### src/hdl/pcs_pkg.sv
// Operation
// - role setting 1 makes a coordinator, 0 (default) an end device.
// - coordinator hold period 0 forwards data at once, else hold then discard; end devices always forward at once.
// - coordinator checks join flag bit 0 at power-up; set means scan.
// - each beacon request goes to address 0xFFFF on PAN 0xFFFF.
// - listen one dwell time per channel, then move on.
// - scan ends after all channels or 5 networks; record PAN and channel.
// - keep configured PAN unless found; otherwise choose an unused one.
// - join flag bit 0 clear skips the scan, PAN stays unchanged.
// - end device join flags decide which values a join may adopt.
// - join flag bit 1 energy-scans, picks quietest channel not in use.
// - start on chosen channel and PAN; joins only with allow flag set.
// - end device join flag bit 2 set means attempt to join.
`default_nettype none

package pcs_pkg;
    // timing
    localparam int CLK_PERIOD_NS = 25;
    localparam int SCAN_UNIT_NS  = 1000000;   // one dwell unit, 1 ms
    localparam int HOLD_UNIT_NS  = 10000000;  // one hold unit, 10 ms
    localparam int PRE_W         = 24;

    // widths
    localparam int FLAG_W = 8;
    localparam int CHAN_W = 5;
    localparam int PAN_W  = 16;
    localparam int CNT_W  = 3;
    localparam int TIME_W = 16;
    localparam int NRG_W  = 8;

    // values
    localparam logic              ROLE_COORD    = 1'b1;
    localparam logic [PAN_W-1:0]  BCAST_ADDR    = 16'hffff;
    localparam logic [PAN_W-1:0]  PAN_LAST_FREE = 16'hfffd;
    localparam logic [CHAN_W-1:0] CHAN_FIRST    = 5'h0b;
    localparam logic [CHAN_W-1:0] CHAN_LAST     = 5'h1a;
    localparam logic [CNT_W-1:0]  MAX_NETS      = 3'h5;
    localparam logic [NRG_W-1:0]  ENERGY_MAX    = 8'hff;
    localparam logic [TIME_W-1:0] HOLD_NONE     = 16'h0000;

    // flag bit positions
    localparam int CJF_PAN_BIT   = 0;
    localparam int CJF_CHAN_BIT  = 1;
    localparam int CJF_ALLOW_BIT = 2;
    localparam int EJF_PAN_BIT   = 0;
    localparam int EJF_CHAN_BIT  = 1;
    localparam int EJF_AUTO_BIT  = 2;
    localparam int EJF_DEST_BIT  = 3;

    typedef struct packed {
        logic [PAN_W-1:0]  pan;
        logic [CHAN_W-1:0] chan;
    } pcs_net_type;

    typedef struct packed {
        logic [PAN_W-1:0]  dst;
        logic [PAN_W-1:0]  pan;
        logic [CHAN_W-1:0] chan;
    } pcs_frame_type;

    typedef pcs_net_type pcs_table_type [5];

    typedef enum logic [9:0] {
        ST_CHECK  = 10'h001,
        ST_AREQ   = 10'h002,
        ST_AWAIT  = 10'h004,
        ST_PICK   = 10'h008,
        ST_EREQ   = 10'h010,
        ST_EWAIT  = 10'h020,
        ST_START  = 10'h040,
        ST_RUN    = 10'h080,
        ST_JOIN   = 10'h100,
        ST_ED_RUN = 10'h200
    } pcs_state_type;
endpackage : pcs_pkg

`default_nettype wire

### src/hdl/pcs_unit_timer.sv
`default_nettype none

module pcs_unit_timer #(
    parameter int UNIT_CYC = 1
) (
    // clock and reset
    input  wire logic                      core_clk,
    input  wire logic                      rstn,
    // control
    input  wire logic                      start,
    input  wire logic                      abort,
    input  wire logic [pcs_pkg::TIME_W-1:0] units,
    // result
    output var  logic                      expired
);
    import pcs_pkg::*;

    localparam logic [PRE_W-1:0] UNIT_M1 = PRE_W'(UNIT_CYC - 1);

    logic              active;
    logic              next_active;
    logic [PRE_W-1:0]  pre;
    logic [PRE_W-1:0]  next_pre;
    logic [TIME_W-1:0] left;
    logic [TIME_W-1:0] next_left;
    logic              next_expired;

    // a zero count still waits one unit so a dwell never collapses
    always_comb begin
        next_active  = active;
        next_pre     = pre;
        next_left    = left;
        next_expired = 1'b0;
        if (start) begin
            next_active = 1'b1;
            next_pre    = '0;
            next_left   = (units == '0) ? TIME_W'(1) : units;
        end else if (abort) begin
            next_active = 1'b0;
        end else if (active) begin
            if (pre == UNIT_M1) begin
                next_pre = '0;
                if (left == TIME_W'(1)) begin
                    next_active  = 1'b0;
                    next_expired = 1'b1;
                end else begin
                    next_left = left - TIME_W'(1);
                end
            end else begin
                next_pre = pre + PRE_W'(1);
            end
        end
    end

    always_ff @(posedge core_clk) begin
        if (!rstn) begin
            active  <= 1'b0;
            pre     <= '0;
            left    <= '0;
            expired <= 1'b0;
        end else begin
            active  <= next_active;
            pre     <= next_pre;
            left    <= next_left;
            expired <= next_expired;
        end
    end
endmodule : pcs_unit_timer

`default_nettype wire

### src/hdl/pcs_top.sv
`default_nettype none

module pcs_top #(
    parameter int DWELL_UNIT_CYC = pcs_pkg::SCAN_UNIT_NS / pcs_pkg::CLK_PERIOD_NS,
    parameter int HOLD_UNIT_CYC  = pcs_pkg::HOLD_UNIT_NS / pcs_pkg::CLK_PERIOD_NS
) (
    // clock and reset
    input  wire logic                        core_clk,
    input  wire logic                        rstn,
    // configuration settings
    input  wire logic                        coordinator_enable,
    input  wire logic [pcs_pkg::FLAG_W-1:0]  coordinator_join_flags,
    input  wire logic [pcs_pkg::FLAG_W-1:0]  end_device_join_flags,
    input  wire logic [pcs_pkg::TIME_W-1:0]  hold_period,
    input  wire logic [pcs_pkg::TIME_W-1:0]  scan_dwell_time,
    input  wire logic [pcs_pkg::PAN_W-1:0]   pan_number,
    input  wire logic [pcs_pkg::CHAN_W-1:0]  radio_frequency_slot,
    // radio events
    input  wire logic                        beacon_valid,
    input  wire pcs_pkg::pcs_net_type        beacon_net,
    input  wire logic                        energy_valid,
    input  wire logic [pcs_pkg::NRG_W-1:0]   energy_level,
    input  wire logic                        join_grant,
    input  wire pcs_pkg::pcs_net_type        grant_net,
    input  wire logic [pcs_pkg::PAN_W-1:0]   grant_dest,
    // outgoing data queue
    input  wire logic                        data_queued,
    input  wire logic                        data_collected,
    output var  logic                        data_forward,
    output var  logic                        data_discard,
    // radio requests
    output var  logic                        beacon_req,
    output var  logic                        energy_req,
    output var  pcs_pkg::pcs_frame_type      tx_frame,
    // status and resulting settings
    output var  logic                        scan_done,
    output var  logic                        network_up,
    output var  logic                        accept_joins,
    output var  logic                        join_attempt,
    output var  logic [pcs_pkg::PAN_W-1:0]   pan_out,
    output var  logic [pcs_pkg::CHAN_W-1:0]  chan_out,
    output var  logic [pcs_pkg::PAN_W-1:0]   dest_out
);
    import pcs_pkg::*;

    pcs_state_type state, next_state;
    pcs_table_type nets, next_nets;
    logic [CNT_W-1:0]  net_count, next_net_count;
    logic [CHAN_W-1:0] scan_chan, next_scan_chan;
    logic [CHAN_W-1:0] best_chan, next_best_chan;
    logic [NRG_W-1:0]  best_energy, next_best_energy;
    logic [NRG_W-1:0]  cur_energy, next_cur_energy;
    logic              next_beacon_req, next_energy_req, next_scan_done;
    logic              next_network_up, next_accept_joins, next_join_attempt;
    logic [PAN_W-1:0]  next_pan_out, next_dest_out;
    logic [CHAN_W-1:0] next_chan_out;
    pcs_frame_type     next_tx_frame;
    logic              dwell_expired, hold_expired, hold_start;
    logic              hold_busy, next_hold_busy;
    logic              next_data_forward, next_data_discard;

    // lookups over the found-network table; entries past count are ignored
    function automatic logic pan_in_use(pcs_table_type t,
                                        logic [CNT_W-1:0] n,
                                        logic [PAN_W-1:0] p);
        logic hit;
        hit = 1'b0;
        for (int i = 0; i < 5; i++)
            if (CNT_W'(i) < n && t[i].pan == p) hit = 1'b1;
        return hit;
    endfunction : pan_in_use

    function automatic logic chan_in_use(pcs_table_type t,
                                         logic [CNT_W-1:0] n,
                                         logic [CHAN_W-1:0] c);
        logic hit;
        hit = 1'b0;
        for (int i = 0; i < 5; i++)
            if (CNT_W'(i) < n && t[i].chan == c) hit = 1'b1;
        return hit;
    endfunction : chan_in_use

    function automatic logic net_seen(pcs_table_type t,
                                      logic [CNT_W-1:0] n,
                                      pcs_net_type b);
        logic hit;
        hit = 1'b0;
        for (int i = 0; i < 5; i++)
            if (CNT_W'(i) < n && t[i] == b) hit = 1'b1;
        return hit;
    endfunction : net_seen

    // one timer serves both scans since they never overlap
    pcs_unit_timer #(.UNIT_CYC(DWELL_UNIT_CYC)) u_dwell (
        .core_clk (core_clk),
        .rstn     (rstn),
        .start    (beacon_req | energy_req),
        .abort    (1'b0),
        .units    (scan_dwell_time),
        .expired  (dwell_expired)
    );

    pcs_unit_timer #(.UNIT_CYC(HOLD_UNIT_CYC)) u_hold (
        .core_clk (core_clk),
        .rstn     (rstn),
        .start    (hold_start),
        .abort    (data_collected),
        .units    (hold_period),
        .expired  (hold_expired)
    );

    // power-up sequencer: scans, identifier and channel choice, start
    always_comb begin
        logic take;
        take              = 1'b0;
        next_state        = state;
        next_nets         = nets;
        next_net_count    = net_count;
        next_scan_chan    = scan_chan;
        next_best_chan    = best_chan;
        next_best_energy  = best_energy;
        next_cur_energy   = cur_energy;
        next_pan_out      = pan_out;
        next_chan_out     = chan_out;
        next_dest_out     = dest_out;
        next_network_up   = network_up;
        next_join_attempt = join_attempt;
        next_scan_done    = 1'b0;
        next_accept_joins = 1'b0;
        unique case (state)
            ST_CHECK: begin
                next_pan_out   = pan_number;
                next_chan_out  = radio_frequency_slot;
                next_dest_out  = '0;
                next_net_count = '0;
                next_scan_chan = CHAN_FIRST;
                next_best_chan = radio_frequency_slot;
                next_best_energy = ENERGY_MAX;
                if (coordinator_enable == ROLE_COORD) begin
                    if (coordinator_join_flags[CJF_PAN_BIT])
                        next_state = ST_AREQ;
                    else if (coordinator_join_flags[CJF_CHAN_BIT])
                        next_state = ST_EREQ;
                    else
                        next_state = ST_START;
                end else if (end_device_join_flags[EJF_AUTO_BIT]) begin
                    next_state        = ST_JOIN;
                    next_join_attempt = 1'b1;
                end else begin
                    next_state      = ST_ED_RUN;
                    next_network_up = 1'b1;
                end
            end
            ST_AREQ: next_state = ST_AWAIT;
            ST_AWAIT: begin
                // record each distinct network once
                if (beacon_valid && net_count < MAX_NETS
                    && !net_seen(nets, net_count, beacon_net)) begin
                    next_nets[net_count] = beacon_net;
                    next_net_count = net_count + CNT_W'(1);
                end
                if (next_net_count == MAX_NETS
                    || (dwell_expired && scan_chan == CHAN_LAST))
                    next_state = ST_PICK;
                else if (dwell_expired) begin
                    next_scan_chan = scan_chan + CHAN_W'(1);
                    next_state     = ST_AREQ;
                end
            end
            ST_PICK: begin
                // step past clashes, never onto the broadcast values
                if (pan_in_use(nets, net_count, pan_out))
                    next_pan_out = (pan_out >= PAN_LAST_FREE) ?
                                   '0 : pan_out + PAN_W'(1);
                else if (coordinator_join_flags[CJF_CHAN_BIT]) begin
                    next_scan_chan = CHAN_FIRST;
                    next_state     = ST_EREQ;
                end else
                    next_state = ST_START;
            end
            ST_EREQ: begin
                next_cur_energy = '0;
                next_state      = ST_EWAIT;
            end
            ST_EWAIT: begin
                if (energy_valid && energy_level > cur_energy)
                    next_cur_energy = energy_level;
                // quietest free channel wins; ties keep the earlier one
                take = !chan_in_use(nets, net_count, scan_chan)
                       && cur_energy < best_energy;
                if (dwell_expired) begin
                    if (take) begin
                        next_best_chan   = scan_chan;
                        next_best_energy = cur_energy;
                    end
                    if (scan_chan == CHAN_LAST) begin
                        next_chan_out = take ? scan_chan : best_chan;
                        next_state    = ST_START;
                    end else begin
                        next_scan_chan = scan_chan + CHAN_W'(1);
                        next_state     = ST_EREQ;
                    end
                end
            end
            ST_START: begin
                next_network_up = 1'b1;
                next_state      = ST_RUN;
            end
            ST_RUN: next_accept_joins =
                        coordinator_join_flags[CJF_ALLOW_BIT];
            ST_JOIN: begin
                // adopt only what the join flags release
                if (join_grant) begin
                    if (end_device_join_flags[EJF_PAN_BIT])
                        next_pan_out = grant_net.pan;
                    if (end_device_join_flags[EJF_CHAN_BIT])
                        next_chan_out = grant_net.chan;
                    if (end_device_join_flags[EJF_DEST_BIT])
                        next_dest_out = grant_dest;
                    next_join_attempt = 1'b0;
                    next_network_up   = 1'b1;
                    next_state        = ST_ED_RUN;
                end
            end
            ST_ED_RUN: next_state = ST_ED_RUN;
            default:   next_state = ST_CHECK;
        endcase
        next_beacon_req = (next_state == ST_AREQ);
        next_energy_req = (next_state == ST_EREQ);
        // completion stands in the start cycle, a cycle ahead of network_up
        next_scan_done  = (next_state == ST_START);
        next_tx_frame   = '{dst: BCAST_ADDR, pan: BCAST_ADDR,
                            chan: next_scan_chan};
    end

    always_ff @(posedge core_clk) begin
        if (!rstn) begin
            state        <= ST_CHECK;
            nets         <= '{default: '0};
            net_count    <= '0;
            scan_chan    <= '0;
            best_chan    <= '0;
            best_energy  <= '0;
            cur_energy   <= '0;
            pan_out      <= '0;
            chan_out     <= '0;
            dest_out     <= '0;
            network_up   <= 1'b0;
            join_attempt <= 1'b0;
            scan_done    <= 1'b0;
            accept_joins <= 1'b0;
            beacon_req   <= 1'b0;
            energy_req   <= 1'b0;
            tx_frame     <= '0;
        end else begin
            state        <= next_state;
            nets         <= next_nets;
            net_count    <= next_net_count;
            scan_chan    <= next_scan_chan;
            best_chan    <= next_best_chan;
            best_energy  <= next_best_energy;
            cur_energy   <= next_cur_energy;
            pan_out      <= next_pan_out;
            chan_out     <= next_chan_out;
            dest_out     <= next_dest_out;
            network_up   <= next_network_up;
            join_attempt <= next_join_attempt;
            scan_done    <= next_scan_done;
            accept_joins <= next_accept_joins;
            beacon_req   <= next_beacon_req;
            energy_req   <= next_energy_req;
            tx_frame     <= next_tx_frame;
        end
    end

    // outgoing data hold; a new item restarts the hold of the old one
    assign hold_start = data_queued && coordinator_enable == ROLE_COORD
                        && hold_period != HOLD_NONE;
    always_comb begin
        next_hold_busy    = hold_busy;
        next_data_forward = 1'b0;
        next_data_discard = 1'b0;
        if (data_queued) begin
            if (hold_start)
                next_hold_busy = 1'b1;
            else
                next_data_forward = 1'b1;
        end else if (hold_busy && data_collected) begin
            next_hold_busy    = 1'b0;
            next_data_forward = 1'b1;
        end else if (hold_busy && hold_expired) begin
            next_hold_busy    = 1'b0;
            next_data_discard = 1'b1;
        end
    end

    always_ff @(posedge core_clk) begin
        if (!rstn) begin
            hold_busy    <= 1'b0;
            data_forward <= 1'b0;
            data_discard <= 1'b0;
        end else begin
            hold_busy    <= next_hold_busy;
            data_forward <= next_data_forward;
            data_discard <= next_data_discard;
        end
    end
endmodule : pcs_top

`default_nettype wire

### config.mk
export PLATFORM = sky130hd
export DESIGN_NAME = pcs_top
export DESIGN_NICKNAME = d
export VERILOG_FILES = /design/src/hdl/pcs_pkg.sv /design/src/hdl/pcs_unit_timer.sv /design/src/hdl/pcs_top.sv
export SDC_FILE = /design/constraint.sdc
export NUM_CORES = 1
export LEC_CHECK = 0
export BUFFER_PORTS_ARGS = -buffer_cell sky130_fd_sc_hd__buf_4
export CAP_MARGIN = 20
export CORE_ASPECT_RATIO = 0.6
export CORE_MARGIN = 5
export CORE_UTILIZATION = 52
export CTS_CLUSTER_SIZE = 25
export DETAILED_ROUTE_END_ITERATION = 16
export PLACE_DENSITY = 0.77
export SETUP_SLACK_MARGIN = 0.1
export SLEW_MARGIN = 20
export SYNTH_ARGS = -nofsm -noshare
export SYNTH_HDL_FRONTEND = slang
export SYNTH_SLANG_ARGS = --single-unit
### constraint.sdc
create_clock -name core_clk -period 2.7 [get_ports core_clk]
set_input_delay 0.405 -clock core_clk [delete_from_list [all_inputs] [get_ports core_clk]]
set_output_delay 0.405 -clock core_clk [all_outputs]
set_load 0.03 [all_outputs]
After elaboration in Yosys (flattened, before gate mapping). Index checks and enable logic that the tools add are counted.

Mux-type cells: 104. Magnitude comparators: 11. Bitwise logic cells: 8. Add/sub/neg operators: 7. Equal/unequal tests: 50. Reduce and logical (&&, ||, !) cells: 62.

Operators by type and width (count): 16-bit 2-to-1 mux (17); 105-bit bitwise mux (1); 21-bit == test (5); 10-bit case mux with 10 select lines (1); 16-bit == test (5); 10-bit 2-to-1 mux (7); 21-bit demux with 3-bit select (1); 5-bit 2-to-1 mux (12); 24-bit by 1-bit adder with 24-bit output (second input constant) (2); 24-bit 2-to-1 mux (2); 16-bit case mux with 3 select lines (1); 1-bit 2-to-1 mux (43); 37-bit 2-to-1 mux (1); 16-bit by 1-bit == test with 1-bit output (second input constant) (2); 16-bit zero test (2); 16-bit case mux with 2 select lines (1); 8-bit case mux with 2 select lines (2); 16-bit by 1-bit subtractor with 16-bit output (second input constant) (2); 5-bit == test (5); 1-bit logical AND (25); 24-bit by 16-bit == test with 1-bit output (second input constant) (1); 24-bit by 19-bit == test with 1-bit output (second input constant) (1); 8-bit 2-to-1 mux (3); 2-bit != test (second input constant) (12); 50 further kinds (88).

Output and inout bits: 82. Register bits: 306. Input port bits: 143. Word-level logic and storage cells: 280.

Longest topological paths before layout. Gate-level depths: netlist of run 1.

Word-level depth: 17. Depth in mapped cells: 14. Depth with buffers taken out: 11.

By module. From an unflattened synthesis of run 1, not the netlist that was laid out.

Cell total of the unflattened synthesis: 1798. Area, all modules: 15676.3 sq um.

By module, submodules not included: pcs_top (instances 1, area an instance 11035.6 sq um, cells each 1269, sequential area each 3823.7 sq um); pcs_unit_timer (u_dwell) (instances 1, area an instance 2453.6 sq um, cells each 272, sequential area each 840.8 sq um); pcs_unit_timer (u_hold) (instances 1, area an instance 2187.1 sq um, cells each 257, sequential area each 840.8 sq um).

Worst setup path after synthesis of run 1. No wires, ideal clock.

Path type: reg2reg. From: register pan_out[0] (netlist name). To: register pan_out[11] (netlist name). Clock period less this slack: 2.766 ns. Stages on the path, launching flop included: 13. Setup time: 0.132 ns. Required time: 2.568 ns. Arrival: 2.634 ns. Path slack: -0.066 ns. Buffers on the path: 3. Cells stage by stage: dfxtp_1 -> buf_2 -> xnor2_1 -> nand4_1 -> or4_1 -> nor3_1 -> nor4_1 -> nor2b_1 -> or2_1 -> buf_2 -> buf_2 -> o21ai_0 -> a21oi_1.

Word-level cells in the longest chain between the ends: 10. Elaborated cells on any way between the ends: 23. Classes of those cells: add/sub (1); order compare (1); eq/ne (6); mux (9); reduce/logical (6).

Ends and longest elaborated chain: start: declaration (RTL line pcs_top.sv:40) `output var logic [pcs_pkg::PAN_W-1:0] pan_out,`; start signal: assignment (RTL line pcs_top.sv:263) `pan_out <= next_pan_out;`; 16-bit == test (RTL line pcs_top.sv:69) `if (CNT_W'(i) < n && t[i].pan == p) hit = 1'b1;`; 1-bit logical AND (RTL line pcs_top.sv:69); 1-bit 2-to-1 mux (5 in series) (RTL line pcs_top.sv:69); 1-bit 2-to-1 mux (RTL line pcs_top.sv:130) `unique case (state)`; 2-bit != test (no line); 4-bit AND reduction (no line).

Parallel ways exist; a longest one is shown, timed or not. The select of a mux whose other input is x is not followed. A chain may end at the register's enable or synchronous reset.

Worst setup path after layout of run 1.
From: register pan_out[1] (netlist name). To: register pan_out[1] (netlist name).

The elaborated chain is that of the path after synthesis.

==> impl_summary.log, run 1 <==
[metrics] outcome: finished clean
[metrics] count of yosys warnings during synthesis: 0
[metrics] IR Drop Worst-Case VDD: 0.0004864 V
[metrics] Yosys cell types: 67
[metrics] RSZ-0062 raised after global routing: true
[metrics] Crit path arrival time: 3.11 ns
[metrics] Mapped Avg Cell Area: 8.347 um2
[metrics] clock tree skew after final layout: 0.01826 ns
[metrics] Main synth FF type: sky130_fd_sc_hd__dfxtp_1
[metrics] clock tree sinks: 275
[metrics] area enclosed by the die boundary: 32080 um2
[metrics] pin slew with the least headroom to its limit: 0.8948 ns
[metrics] via count of the first global-routing pass: 12790
[metrics] Rows: 47
[metrics] wire length of the first global-routing pass: 70990 um
[metrics] Core Region: 27820 um2
[metrics] largest family of logic cells by synthesized area: simple AND/OR/NAND/NOR gates
[metrics] area fraction of the dominant cell type after synthesis: 0.3716
[metrics] root buffer cell: sky130_fd_sc_hd__clkbuf_16
[metrics] number of max-slew violations in the final report: 0
[metrics] Final Setup Violations: 0
[metrics] cell type with the largest total area after synthesis: sky130_fd_sc_hd__dfxtp_1
[metrics] startpoint kind of the worst setup timing path: register
[metrics] Total Negative Setup Slacks: 0 ns
[metrics] kind of end point of the critical path: register
[metrics] gr ovfl total: 0
[metrics] share of synthesized flip-flops with an asynchronous set or reset: 0
[metrics] horizontal die dimension: 227.9 um
[metrics] max-capacitance violation count: 0
[metrics] kind of critical path: reg -> reg
[metrics] routed length per instance: 19.71 um
[metrics] arithmetic-cell share of the synthesized area counting full adders, half adders and majority gates: 0.02280
[metrics] Most common cell on crit path: sky130_fd_sc_hd__buf_4
[metrics] P per Cell Area: 631.4 nW/um2
[metrics] net count of the mapped netlist: 1945
[metrics] worst hold path class: in -> reg
[metrics] top-level port count: 225
[metrics] flop and latch count out of synthesis: 275
[metrics] worst max-slew margin expressed relative to the limit: 0.4026
[metrics] detailed router's first-iteration violation count: 1288
[metrics] number of antenna violations at the first check in global routing: 0
[metrics] remaining number of nets flagged by the antenna check after routing: 0
[metrics] Max Clk Rate: 0.3779 GHz
[metrics] share of the yosys chip area belonging to registers: 0.3716
[metrics] LEAKAGE: 8.456 nW
[metrics] Hold Vio Cnt, Final: 0
[metrics] final core utilization: 0.6755
[metrics] Max stage delay cell, worst path: sky130_fd_sc_hd__o32ai_2
[metrics] dominant cells by area after synthesis: sky130_fd_sc_hd__dfxtp_1 37%, sky130_fd_sc_hd__xor2_1 10%, sky130_fd_sc_hd__nor2_1 6.0%
[metrics] Layout Area Growth over Synthesis: 26.83%
[metrics] number of buffers inserted during clock tree synthesis: 27
[metrics] post-synthesis mux area share: 0.06249
[metrics] die outline height: 140.7 um
[metrics] routed vias: 13950
[metrics] EDFF count, synth: 0
[metrics] overall fraction of global-route tracks in use: 0.2703
[metrics] peak per-stage delay on the critical path: 0.37 ns
[metrics] number of remaining DRC errors: 0
[metrics] count of fill cells added during filler insertion: 2209
[metrics] post-synthesis instance area: 14820 um2
[metrics] count of input and output buffers: 215
[metrics] simple-gate portion of the synthesized area: 0.2090
[metrics] clock insertion delay at the later pin of the skew report: 0.57 ns
[metrics] min Tclk post-route: 2.646 ns
[metrics] share of the synthesized area in compound gates (AO/OA/AOI/OAI): 0.1200
[metrics] Critical Path, Cell by Cell: buf_4 > xor2_1 > nor4_4 > nand4_1 > o32ai_2 > nor4_2 > nor2b_4 > or2_4 > buf_12 > nor2_2 > a211oi_2 > buf_4
[metrics] Max H-tree Level: 1
[metrics] top cells by instance count after synthesis: 275 x sky130_fd_sc_hd__dfxtp_1, 238 x sky130_fd_sc_hd__nor2_1, 174 x sky130_fd_sc_hd__xor2_1, 98 x sky130_fd_sc_hd__a21oi_1, 95 x sky130_fd_sc_hd__nand2_1
[metrics] xor and xnor area share after synthesis: 0.1519
[metrics] most instantiated library cell after synthesis: sky130_fd_sc_hd__dfxtp_1
[metrics] initial core utilization: 0.5326
[metrics] worst hold slack across all endpoints: 0.02417 ns
[metrics] period utilisation layout: 0.9801
[metrics] detailed-routing iteration count for the pre-antenna-repair pass: 5
[metrics] pin count of the biggest net entering global routing: 67
[metrics] FF-to-FF setup slack: 0.05 ns
[metrics] Mapped Cells: 1775
[metrics] # nets final: 2181
[metrics] total wirelength of the detailed-routed design: 47290 um
[metrics] data required time at the worst endpoint: 3.16 ns
[metrics] maximum fanout count along the critical path: 5
[metrics] TritonCTS clock tree: yes
[metrics] detailed placer's ending HPWL: 34660 um
[metrics] diodes inserted: 0
[metrics] clock transition at the registers of the reported paths: 0.07 ns
[metrics] fraction of final layout cells sized beyond drive strength 1: 0.2446
[metrics] final weighted congestion in routability-driven placement: 0.9831
[metrics] CTS Buffer Depth: 3
[metrics] routed vias/inst: 5.815
worst max-delay path, delay by kind of cell, from the launching register on:
family	cells	cell delay, ns
AO/OA/AOI/OAI	2	0.43
XOR/XNOR	1	0.18
buffers and inverters	3	0.48
flip-flops	1	0.34
AND/OR/NAND/NOR	6	1.11
placed cells by master, fill, tap and decap left out, types with 30 or more instances in the layout:
master                      count
sky130_fd_sc_hd__clkbuf_16     30
sky130_fd_sc_hd__nand2_1       95
sky130_fd_sc_hd__nor4_1        46
sky130_fd_sc_hd__nand4_1       37
sky130_fd_sc_hd__xor2_1       169
sky130_fd_sc_hd__o21ai_0       68
sky130_fd_sc_hd__mux2i_1       87
sky130_fd_sc_hd__nor2_1       235
sky130_fd_sc_hd__nor3_1        43
sky130_fd_sc_hd__inv_1         43
sky130_fd_sc_hd__buf_4        339
sky130_fd_sc_hd__nand3_1       58
sky130_fd_sc_hd__a21oi_1       95
sky130_fd_sc_hd__dfxtp_1      257
sky130_fd_sc_hd__xnor2_1       83
power breakdown:
group,total [mW],internal (mW),switching [mW]
clock,3.90,2.19,1.71
combinational,3.40,1.43,1.98
sequential,4.56,4.31,0.256
sequential cells by signal (all words and copies together) (netlist names), 3 cells and up:
signal	count
u_hold.pre	24
dest_out	16
u_dwell.pre	24
net_count	3
chan_out	5
scan_chan	5
u_hold.left	16
best_energy	8
pan_out	16
cur_energy	8
u_dwell.left	16
best_chan	5
nets	105
state	10
final cells by class:
type,instances,area (um2),area share
Tap cell,367,459.2,0.02444
Clock inverter,12,132.6,0.007058
Inverter,44,170.2,0.009056
Timing Repair Buffer,361,2913,0.1550
Multi-Input combinational cell,1302,8816,0.4692
Sequential cell,275,5533,0.2944
Clock buffer,38,767.0,0.04082
stage by stage:
step	power, mW	instance area (um2)	worst slack [ns]	std cells
after floorplan	6.465	14840	0.1109	1775
after global placement	7.598	17220	-0.1340	2328
after detailed placement	7.655	17220	-0.1044	2328
after CTS	11.57	18210	0.03012	2382
after global routing	12.32	18790	0.001029	2399
final	11.86	18790	0.05369	2399
per-layer routing:
layer | routed length, um | vias up | global-route usage | share of wire
met1 | 21530 | 6608 | 0.3989 | 0.46
met5 | 0 | - | 0 | 0
met2 | 19730 | 674 | 0.3975 | 0.42
li1 | - | 6625 | - | -
met3 | 5322 | 44 | 0.08179 | 0.11
met4 | 710 | 0 | 0.04294 | 0.015
path summary, 6_finish.rpt:
path | from | endpoint | cells after the start
hold / removal | data_collected | data_discard | 2
setup / recovery | pan_out[1] | pan_out[1] | 12
hold reg to reg | network_up | network_up | 2
setup reg to reg | pan_out[1] | pan_out[1] | 12
repair_timing:
item | CTS | global route
hold buffers | 0 | 0
buffers inserted | 4 | 14
endpoints found under the setup margin | 104 | 200
gates cloned | 0 | 3
gates resized for setup | 11 | 92
pin swaps | 3 | 29
logic make-up after synthesis:
logic type	Yosys count
AOI/OAI and AO/OA	292
muxes	92
adders and majority gates	27
buffers and inverters	198
and+or+nand+nor	634
xor gates and xnor gates	257
DFF	275
Power figures use the tool's default switching activity.
==> inputs of run 2 (changes only) <==
Settings changed: CORE_UTILIZATION 52 to 40, CTS_BUF_LIST set to sky130_fd_sc_hd__clkbuf_4 sky130_fd_sc_hd__clkbuf_8 sky130_fd_sc_hd__clkbuf_16, PLACE_DENSITY 0.77 to unset, SKIP_LAST_GASP set to 1.
==> run 2 against run 1 <==
Net effect:
- the run now ends with negative setup slack left
- global-route usage decreased by 4.5 points
- sequential cell count unchanged
- hold slack improved by 0.0036 ns
- combinational power about the same
- maximum frequency down 3.1%
- die area grew 28%
- sequential power increased by 2%
- first-iteration DRC count rose by 2.2%
- critical path depth up 2
- clock skew shrank 0.0026 ns
- register-to-register slack got worse by 0.08 ns
- via count is 0.32% higher
- critical endpoint is now nets[81]
==> impl_summary.log, run 2 (same netlist as run 1, synthesis figures left out) <==
[metrics] outcome: finished with violations
[metrics] failing checks: negative setup slack
[metrics] die outline height: 159.1 um
[metrics] most frequent cells in the layout: 353 x sky130_fd_sc_hd__buf_4, 257 x sky130_fd_sc_hd__dfxtp_1, 233 x sky130_fd_sc_hd__nor2_1, 166 x sky130_fd_sc_hd__xor2_1, 94 x sky130_fd_sc_hd__a21oi_1
[metrics] Most common cell on crit path: sky130_fd_sc_hd__buf_4
[metrics] Hold Vio Cnt, Final: 0
[metrics] TritonCTS clock tree: yes
[metrics] # nets final: 2204
[metrics] worst max-slew margin expressed relative to the limit: 0.3848
[metrics] data required time at the worst endpoint: 3.13 ns
[metrics] final core utilization: 0.5323
[metrics] root buffer cell: sky130_fd_sc_hd__clkbuf_16
[metrics] worst hold stages: 2
[metrics] worst hold slack across all endpoints: 0.02777 ns
[metrics] total wirelength of the detailed-routed design: 50100 um
[metrics] peak per-stage delay on the critical path: 0.34 ns
[metrics] Rows: 54
[metrics] most common cell after layout, fill and taps aside: sky130_fd_sc_hd__buf_4
[metrics] clock tree skew after final layout: 0.01562 ns
[metrics] detailed-routing iteration count for the pre-antenna-repair pass: 5
[metrics] Hold EP: data_discard
[metrics] P per Cell Area: 628.5 nW/um2
[metrics] Core Region: 36420 um2
[metrics] Max stage delay cell, worst path: sky130_fd_sc_hd__dfxtp_4
[metrics] startpoint of the lowest-slack register-to-register path: nets[33]
[metrics] flip-flop count of the largest register after layout: 105
[metrics] Design Area, Final: 19380 um2
[metrics] routed length per instance: 19.81 um
[metrics] clock tree sinks: 275
[metrics] clock insertion delay at the later pin of the skew report: 0.57 ns
[metrics] top-level port count: 225
[metrics] largest register by flop count: nets
[metrics] RSZ-0062 raised after global routing: true
[metrics] Worst Setup Slack, final: -0.03090 ns
[metrics] Critical Path, Cell by Cell: buf_4 > xor2_2 > nor4_4 > buf_4 > nand4_1 > nor2_2 > buf_4 > nor4_4 > buf_4 > buf_4 > nand2_8 > clkbuf_16 > mux2i_1 > nor2_1
[metrics] registers with the most flip-flops: nets x105, u_dwell.pre x24, u_hold.pre x24
[metrics] Final Instance Count excl. Fillers: 2529
[metrics] detailed router's first-iteration violation count: 1316
[metrics] via count of the first global-routing pass: 13010
[metrics] routed vias/inst: 5.534
[metrics] endpoint of the lowest-slack register-to-register path: nets[81]
[metrics] FF-to-FF setup slack: -0.03 ns
[metrics] CTS Buffer Depth: 3
[metrics] initial core utilization: 0.4068
[metrics] routed vias: 14000
[metrics] overall fraction of global-route tracks in use: 0.2251
[metrics] Max H-tree Level: 1
[metrics] wire length of the first global-routing pass: 75070 um
[metrics] detailed placer's ending HPWL: 36440 um
[metrics] number of max-slew violations in the final report: 0
[metrics] cell total after placement: 2455
[metrics] remaining number of nets flagged by the antenna check after routing: 0
[metrics] number of buffers inserted during clock tree synthesis: 29
[metrics] max-capacitance violation count: 0
[metrics] kind of critical path: reg -> reg
[metrics] worst hold path class: in -> reg
[metrics] Layout Area Growth over Synthesis: 30.83%
[metrics] gr ovfl total: 0
[metrics] number of antenna violations at the first check in global routing: 1
[metrics] startpoint kind of the worst setup timing path: register
[metrics] min Tclk post-route: 2.731 ns
[metrics] clock transition at the registers of the reported paths: 0.07 ns
[metrics] instance area after placement: 17540 um2
[metrics] diodes inserted: 0
[metrics] fraction of final layout cells sized beyond drive strength 1: 0.2606
[metrics] Final Setup Violations: 11
[metrics] horizontal die dimension: 258.5 um
[metrics] LEAKAGE: 8.671 nW
[metrics] IR Drop Worst-Case VDD: 0.0005591 V
[metrics] Max Clk Rate: 0.3662 GHz
[metrics] maximum fanout count along the critical path: 4
[metrics] area enclosed by the die boundary: 41110 um2
[metrics] count of input and output buffers: 215
[metrics] number of remaining DRC errors: 0
[metrics] cells on worst reg2reg path: 14
[metrics] final weighted congestion in routability-driven placement: 0.9414
[metrics] pin count of the biggest net entering global routing: 144
[metrics] kind of end point of the critical path: register
[metrics] pin slew with the least headroom to its limit: 0.9228 ns
[metrics] Crit path arrival time: 3.16 ns
[metrics] launch instance of the worst min-delay path: data_collected
[metrics] period utilisation layout: 1.011
-- run 2: report_power, final --
part / switching (mW) / internal [mW] / total [mW]
clock network: 1.74 / 2.41 / 4.15
logic: 1.95 / 1.43 / 3.39
registers: 0.333 / 4.31 / 4.65
total: 4.02 / 8.16 / 12.2
-- run 2: repair_timing --
action | CTS | global route
pin swaps | 11 | 36
setup endpoints to repair | 147 | 180
hold endpoints to repair | 0 | 0
hold buffers | 0 | 0
setup buffers | 9 | 8
resized for setup | 40 | 95
cloned | 2 | 6
-- run 2: worst max path at each step --
| stage | start | to | slack (ns) | cells past startpoint |
|---|---|---|---|---|
| floorplan | pan_out[0] | pan_out[5] | 0.11 | 12 |
| global placement | beacon_net[4] | scan_chan[3] | -0.31 | 12 |
| detailed placement | beacon_net[4] | scan_chan[3] | -0.33 | 12 |
| CTS | nets[33] | scan_chan[3] | 0.03 | 11 |
| global route | nets[33] | nets[54] | -0.07 | 13 |
| finish | nets[33] | nets[81] | -0.03 | 14 |
-- run 2: worst max-delay path: cells and delay by family (launching register included) --
kind,cells,cell delay [ns]
multiplexers,1,0.22
AND/OR/NAND/NOR,6,0.93
flip-flops,1,0.34
buffers and inverters,6,0.91
XOR/XNOR,1,0.19
-- run 2: final cells by class --
class	count	area, um2
Clock buffer	40	864.6
Inverter	44	170.2
Fill cell	3335	17030
Multi-Input combinational cell	1302	8877
Tap cell	476	595.6
Clock inverter	10	111.4
Timing Repair Buffer	382	3222
Sequential cell	275	5543
-- run 2: through the flow --
stage	total power [mW]	worst slack (ns)	setup TNS [ns]
6_report	12.18	-0.03090	-0.1106
5_1_grt	12.69	-0.06913	-1.851
4_1_cts	11.99	0.03036	0
3_5_place_dp	7.786	-0.3315	-12.19
3_3_place_gp	7.734	-0.3125	-11.51
2_1_floorplan	6.465	0.1109	0
-- run 2: metal layers --
metal,part of all wire,vias to the layer above,global-route usage
met3,0.11,76,0.07212
met1,0.48,6610,0.3488
met4,0.021,2,0.04584
met5,0.00026,-,0
li1,-,6689,-
met2,0.39,618,0.3018
==> inputs of run 3 (changes only) <==
Settings changed: CORE_UTILIZATION 40 to 50, PLACE_DENSITY set to 0.74.
==> run 3 against run 2 <==
Net effect:
- the flow now finishes without violations
- clock skew is 0.0085 ns higher
- maximum frequency is 2.8% higher
- sequential cell count unchanged
- utilization rose by 12 points
- critical path depth down 2
- final cell count fell by 4.5%
- via count up 0.86%
- critical path type unchanged
- highest routed layer is now met4
==> impl_summary.log, run 3 (same netlist as run 1, synthesis figures left out) <==
[metrics] maximum fanout count along the critical path: 7
[metrics] min Tclk post-route: 2.655 ns
[metrics] root buffer cell: sky130_fd_sc_hd__clkbuf_16
[metrics] clock transition at the registers of the reported paths: 0.07 ns
[metrics] global-route met3 utilization: 0.05707
[metrics] portion of total power attributed to combinational logic: 0.271
[metrics] register share of total power: 0.387
[metrics] peak per-stage delay on the critical path: 0.47 ns
[metrics] RSZ-0062 raised after global routing: true
[metrics] horizontal die dimension: 232.2 um
[metrics] TritonCTS clock tree: yes
[metrics] startpoint kind of the worst setup timing path: register
[metrics] Max stage delay cell, worst path: sky130_fd_sc_hd__or3_4
[metrics] Critical Path, Cell by Cell: xnor2_2 > nand4_1 > or3_4 > o22ai_4 > buf_6 > nor4_4 > buf_4 > nand4b_1 > buf_6 > buf_12 > mux2i_2 > nor2_1
[metrics] total area of multi-input combinational cells: 8841 um2
[metrics] P per Cell Area: 633.2 nW/um2
[metrics] routed length per instance: 19.69 um
[metrics] kind of end point of the critical path: register
[metrics] final weighted congestion in routability-driven placement: 0.9973
[metrics] top-level port count: 225
[metrics] Core Region: 28950 um2
[metrics] gr ovfl total: 0
[metrics] instance area after placement: 17150 um2
[metrics] IR Drop Worst-Case VDD: 0.0004452 V
[metrics] number of buffers inserted during clock tree synthesis: 27
[metrics] detailed-routing iteration count for the pre-antenna-repair pass: 5
[metrics] overall fraction of global-route tracks in use: 0.2621
[metrics] Final Setup Violations: 0
[metrics] most frequent cells in the layout: 323 x sky130_fd_sc_hd__buf_4, 248 x sky130_fd_sc_hd__dfxtp_1, 233 x sky130_fd_sc_hd__nor2_1, 170 x sky130_fd_sc_hd__xor2_1, 96 x sky130_fd_sc_hd__a21oi_1
[metrics] number of remaining DRC errors: 0
[metrics] kind of critical path: reg -> reg
[metrics] total wirelength of the detailed-routed design: 47520 um
[metrics] layer with the highest usage after global routing: met1
[metrics] met1 Use GR: 0.3971
[metrics] number of buffers added to fix hold violations after cts: 0
[metrics] flip-flop count of the largest register after layout: 105
[metrics] max-capacitance violation count: 0
[metrics] Crit path arrival time: 3.09 ns
[metrics] number of antenna violations at the first check in global routing: 0
[metrics] fraction of final layout cells sized beyond drive strength 1: 0.2507
[metrics] Worst Setup Slack, final: 0.04470 ns
[metrics] pin count of the biggest net entering global routing: 83
[metrics] remaining number of nets flagged by the antenna check after routing: 0
[metrics] largest register by flop count: nets
[metrics] worst max-slew margin expressed relative to the limit: 0.4051
[metrics] Max H-tree Level: 1
[metrics] pin slew with the least headroom to its limit: 0.8911 ns
[metrics] clock tree skew after final layout: 0.02413 ns
[metrics] LEAKAGE: 8.426 nW
[metrics] most common cell after layout, fill and taps aside: sky130_fd_sc_hd__buf_4
[metrics] via count of the first global-routing pass: 12960
[metrics] clock tree sinks: 275
[metrics] CTS Buffer Depth: 3
[metrics] worst hold path class: in -> reg
[metrics] flip-flop and latch area: 5557 um2
[metrics] wire length of the first global-routing pass: 70680 um
[metrics] detailed router's first-iteration violation count: 1535
[metrics] Max Clk Rate: 0.3766 GHz
[metrics] worst slack after detailed placement: -0.1124 ns
[metrics] period utilisation layout: 0.9834
[metrics] count of fill cells added during filler insertion: 2413
[metrics] share of power burned in the clock network: 0.341
[metrics] Sw Ratio: 0.3254
[metrics] NetSw: 3.878 mW
[metrics] design internal power: 8.040 mW
[metrics] number of max-slew violations in the final report: 0
[metrics] count of input and output buffers: 215
[metrics] diodes inserted: 0
[metrics] routed vias/inst: 5.847
[metrics] Layout Area Growth over Synthesis: 27.02%
[metrics] registers with the most flip-flops: nets x105, u_dwell.pre x24, u_hold.pre x24
[metrics] die outline height: 143.3 um
[metrics] outcome: finished clean
[metrics] area enclosed by the die boundary: 33290 um2
[metrics] Most common cell on crit path: sky130_fd_sc_hd__buf_6
[metrics] data required time at the worst endpoint: 3.14 ns
[metrics] initial core utilization: 0.5118
[metrics] detailed placer's ending HPWL: 34240 um
[metrics] # nets final: 2163
[metrics] Rows: 48
[metrics] Hold Vio Cnt, Final: 0
[metrics] routed vias: 14120
[metrics] clock insertion delay at the later pin of the skew report: 0.56 ns
[metrics] Design Area, Final: 18820 um2
[metrics] met2 Track Usage GR: 0.3831
## run 3: layer usage
| layer | up-vias | wire [um] |
|---|---|---|
| met3 | 81 | 5253 |
| met2 | 752 | 19620 |
| met4 | 0 | 1062 |
| met1 | 6704 | 21590 |
| li1 | 6578 | - |
| met5 | - | 0 |
## run 3: repair_timing
| action | CTS | global route |
|---|---|---|
| pin swaps | 1 | 13 |
| setup endpoints to repair | 81 | 171 |
| gates cloned | 0 | 5 |
| setup buffers | 1 | 10 |
| gates resized for setup | 18 | 104 |
## run 3: stage by stage
step / hold slack (ns) / instances / setup TNS [ns] / total power [mW] / utilization
4_1_cts: 0.02143 / 2401 / 0 / 11.72 / 0.6280
6_report: 0.04503 / 2414 / 0 / 11.92 / 0.6501
3_3_place_gp: 0.4645 / 2350 / -0.1826 / 7.585 / 0.5925
3_5_place_dp: 0.4710 / 2350 / -0.9598 / 7.656 / 0.5925
2_1_floorplan: 0.4327 / 1775 / 0 / 6.465 / -
5_1_grt: 0.03695 / 2414 / 0 / 12.38 / 0.6501
## run 3: path summary, 6_finish.rpt
check	startpoint	endpoint	slack, ns	depth (start not counted)
hold reg to reg	u_hold.expired	data_discard	0.48	2
setup reg to reg	nets[78]	nets[34]	0.04	12
hold / removal	data_collected	data_discard	0.05	2
setup / recovery	nets[78]	nets[34]	0.04	12
## run 3: layout make-up
| cell class | count | area share |
|---|---|---|
| well taps | 400 | 0.02659 |
| repair buffers | 343 | 0.1487 |
| multi-input cells | 1302 | 0.4698 |
| clock inverters | 13 | 0.009441 |
| clock buffers | 37 | 0.04122 |
| inverters | 44 | 0.009042 |
| flip-flops and latches | 275 | 0.2953 |
## run 3: worst max-delay path, delay by kind of cell, from the launching register on
kind	cells	cell delay [ns]
flip-flops	1	0.38
AO/OA/AOI/OAI	1	0.19
AND/OR/NAND/NOR	5	0.97
XOR/XNOR	1	0.12
buffers and inverters	4	0.61
multiplexers	1	0.25
## run 3: power by group through the flow
stage	Combinational (mW)	Clock (mW)	Sequential, mW
floorplan	1.71	0	4.75
global placement	2.91	0	4.67
detailed placement	2.97	0	4.68
CTS	3.01	4.11	4.60
global route	3.45	4.30	4.64
finish	3.24	4.07	4.62
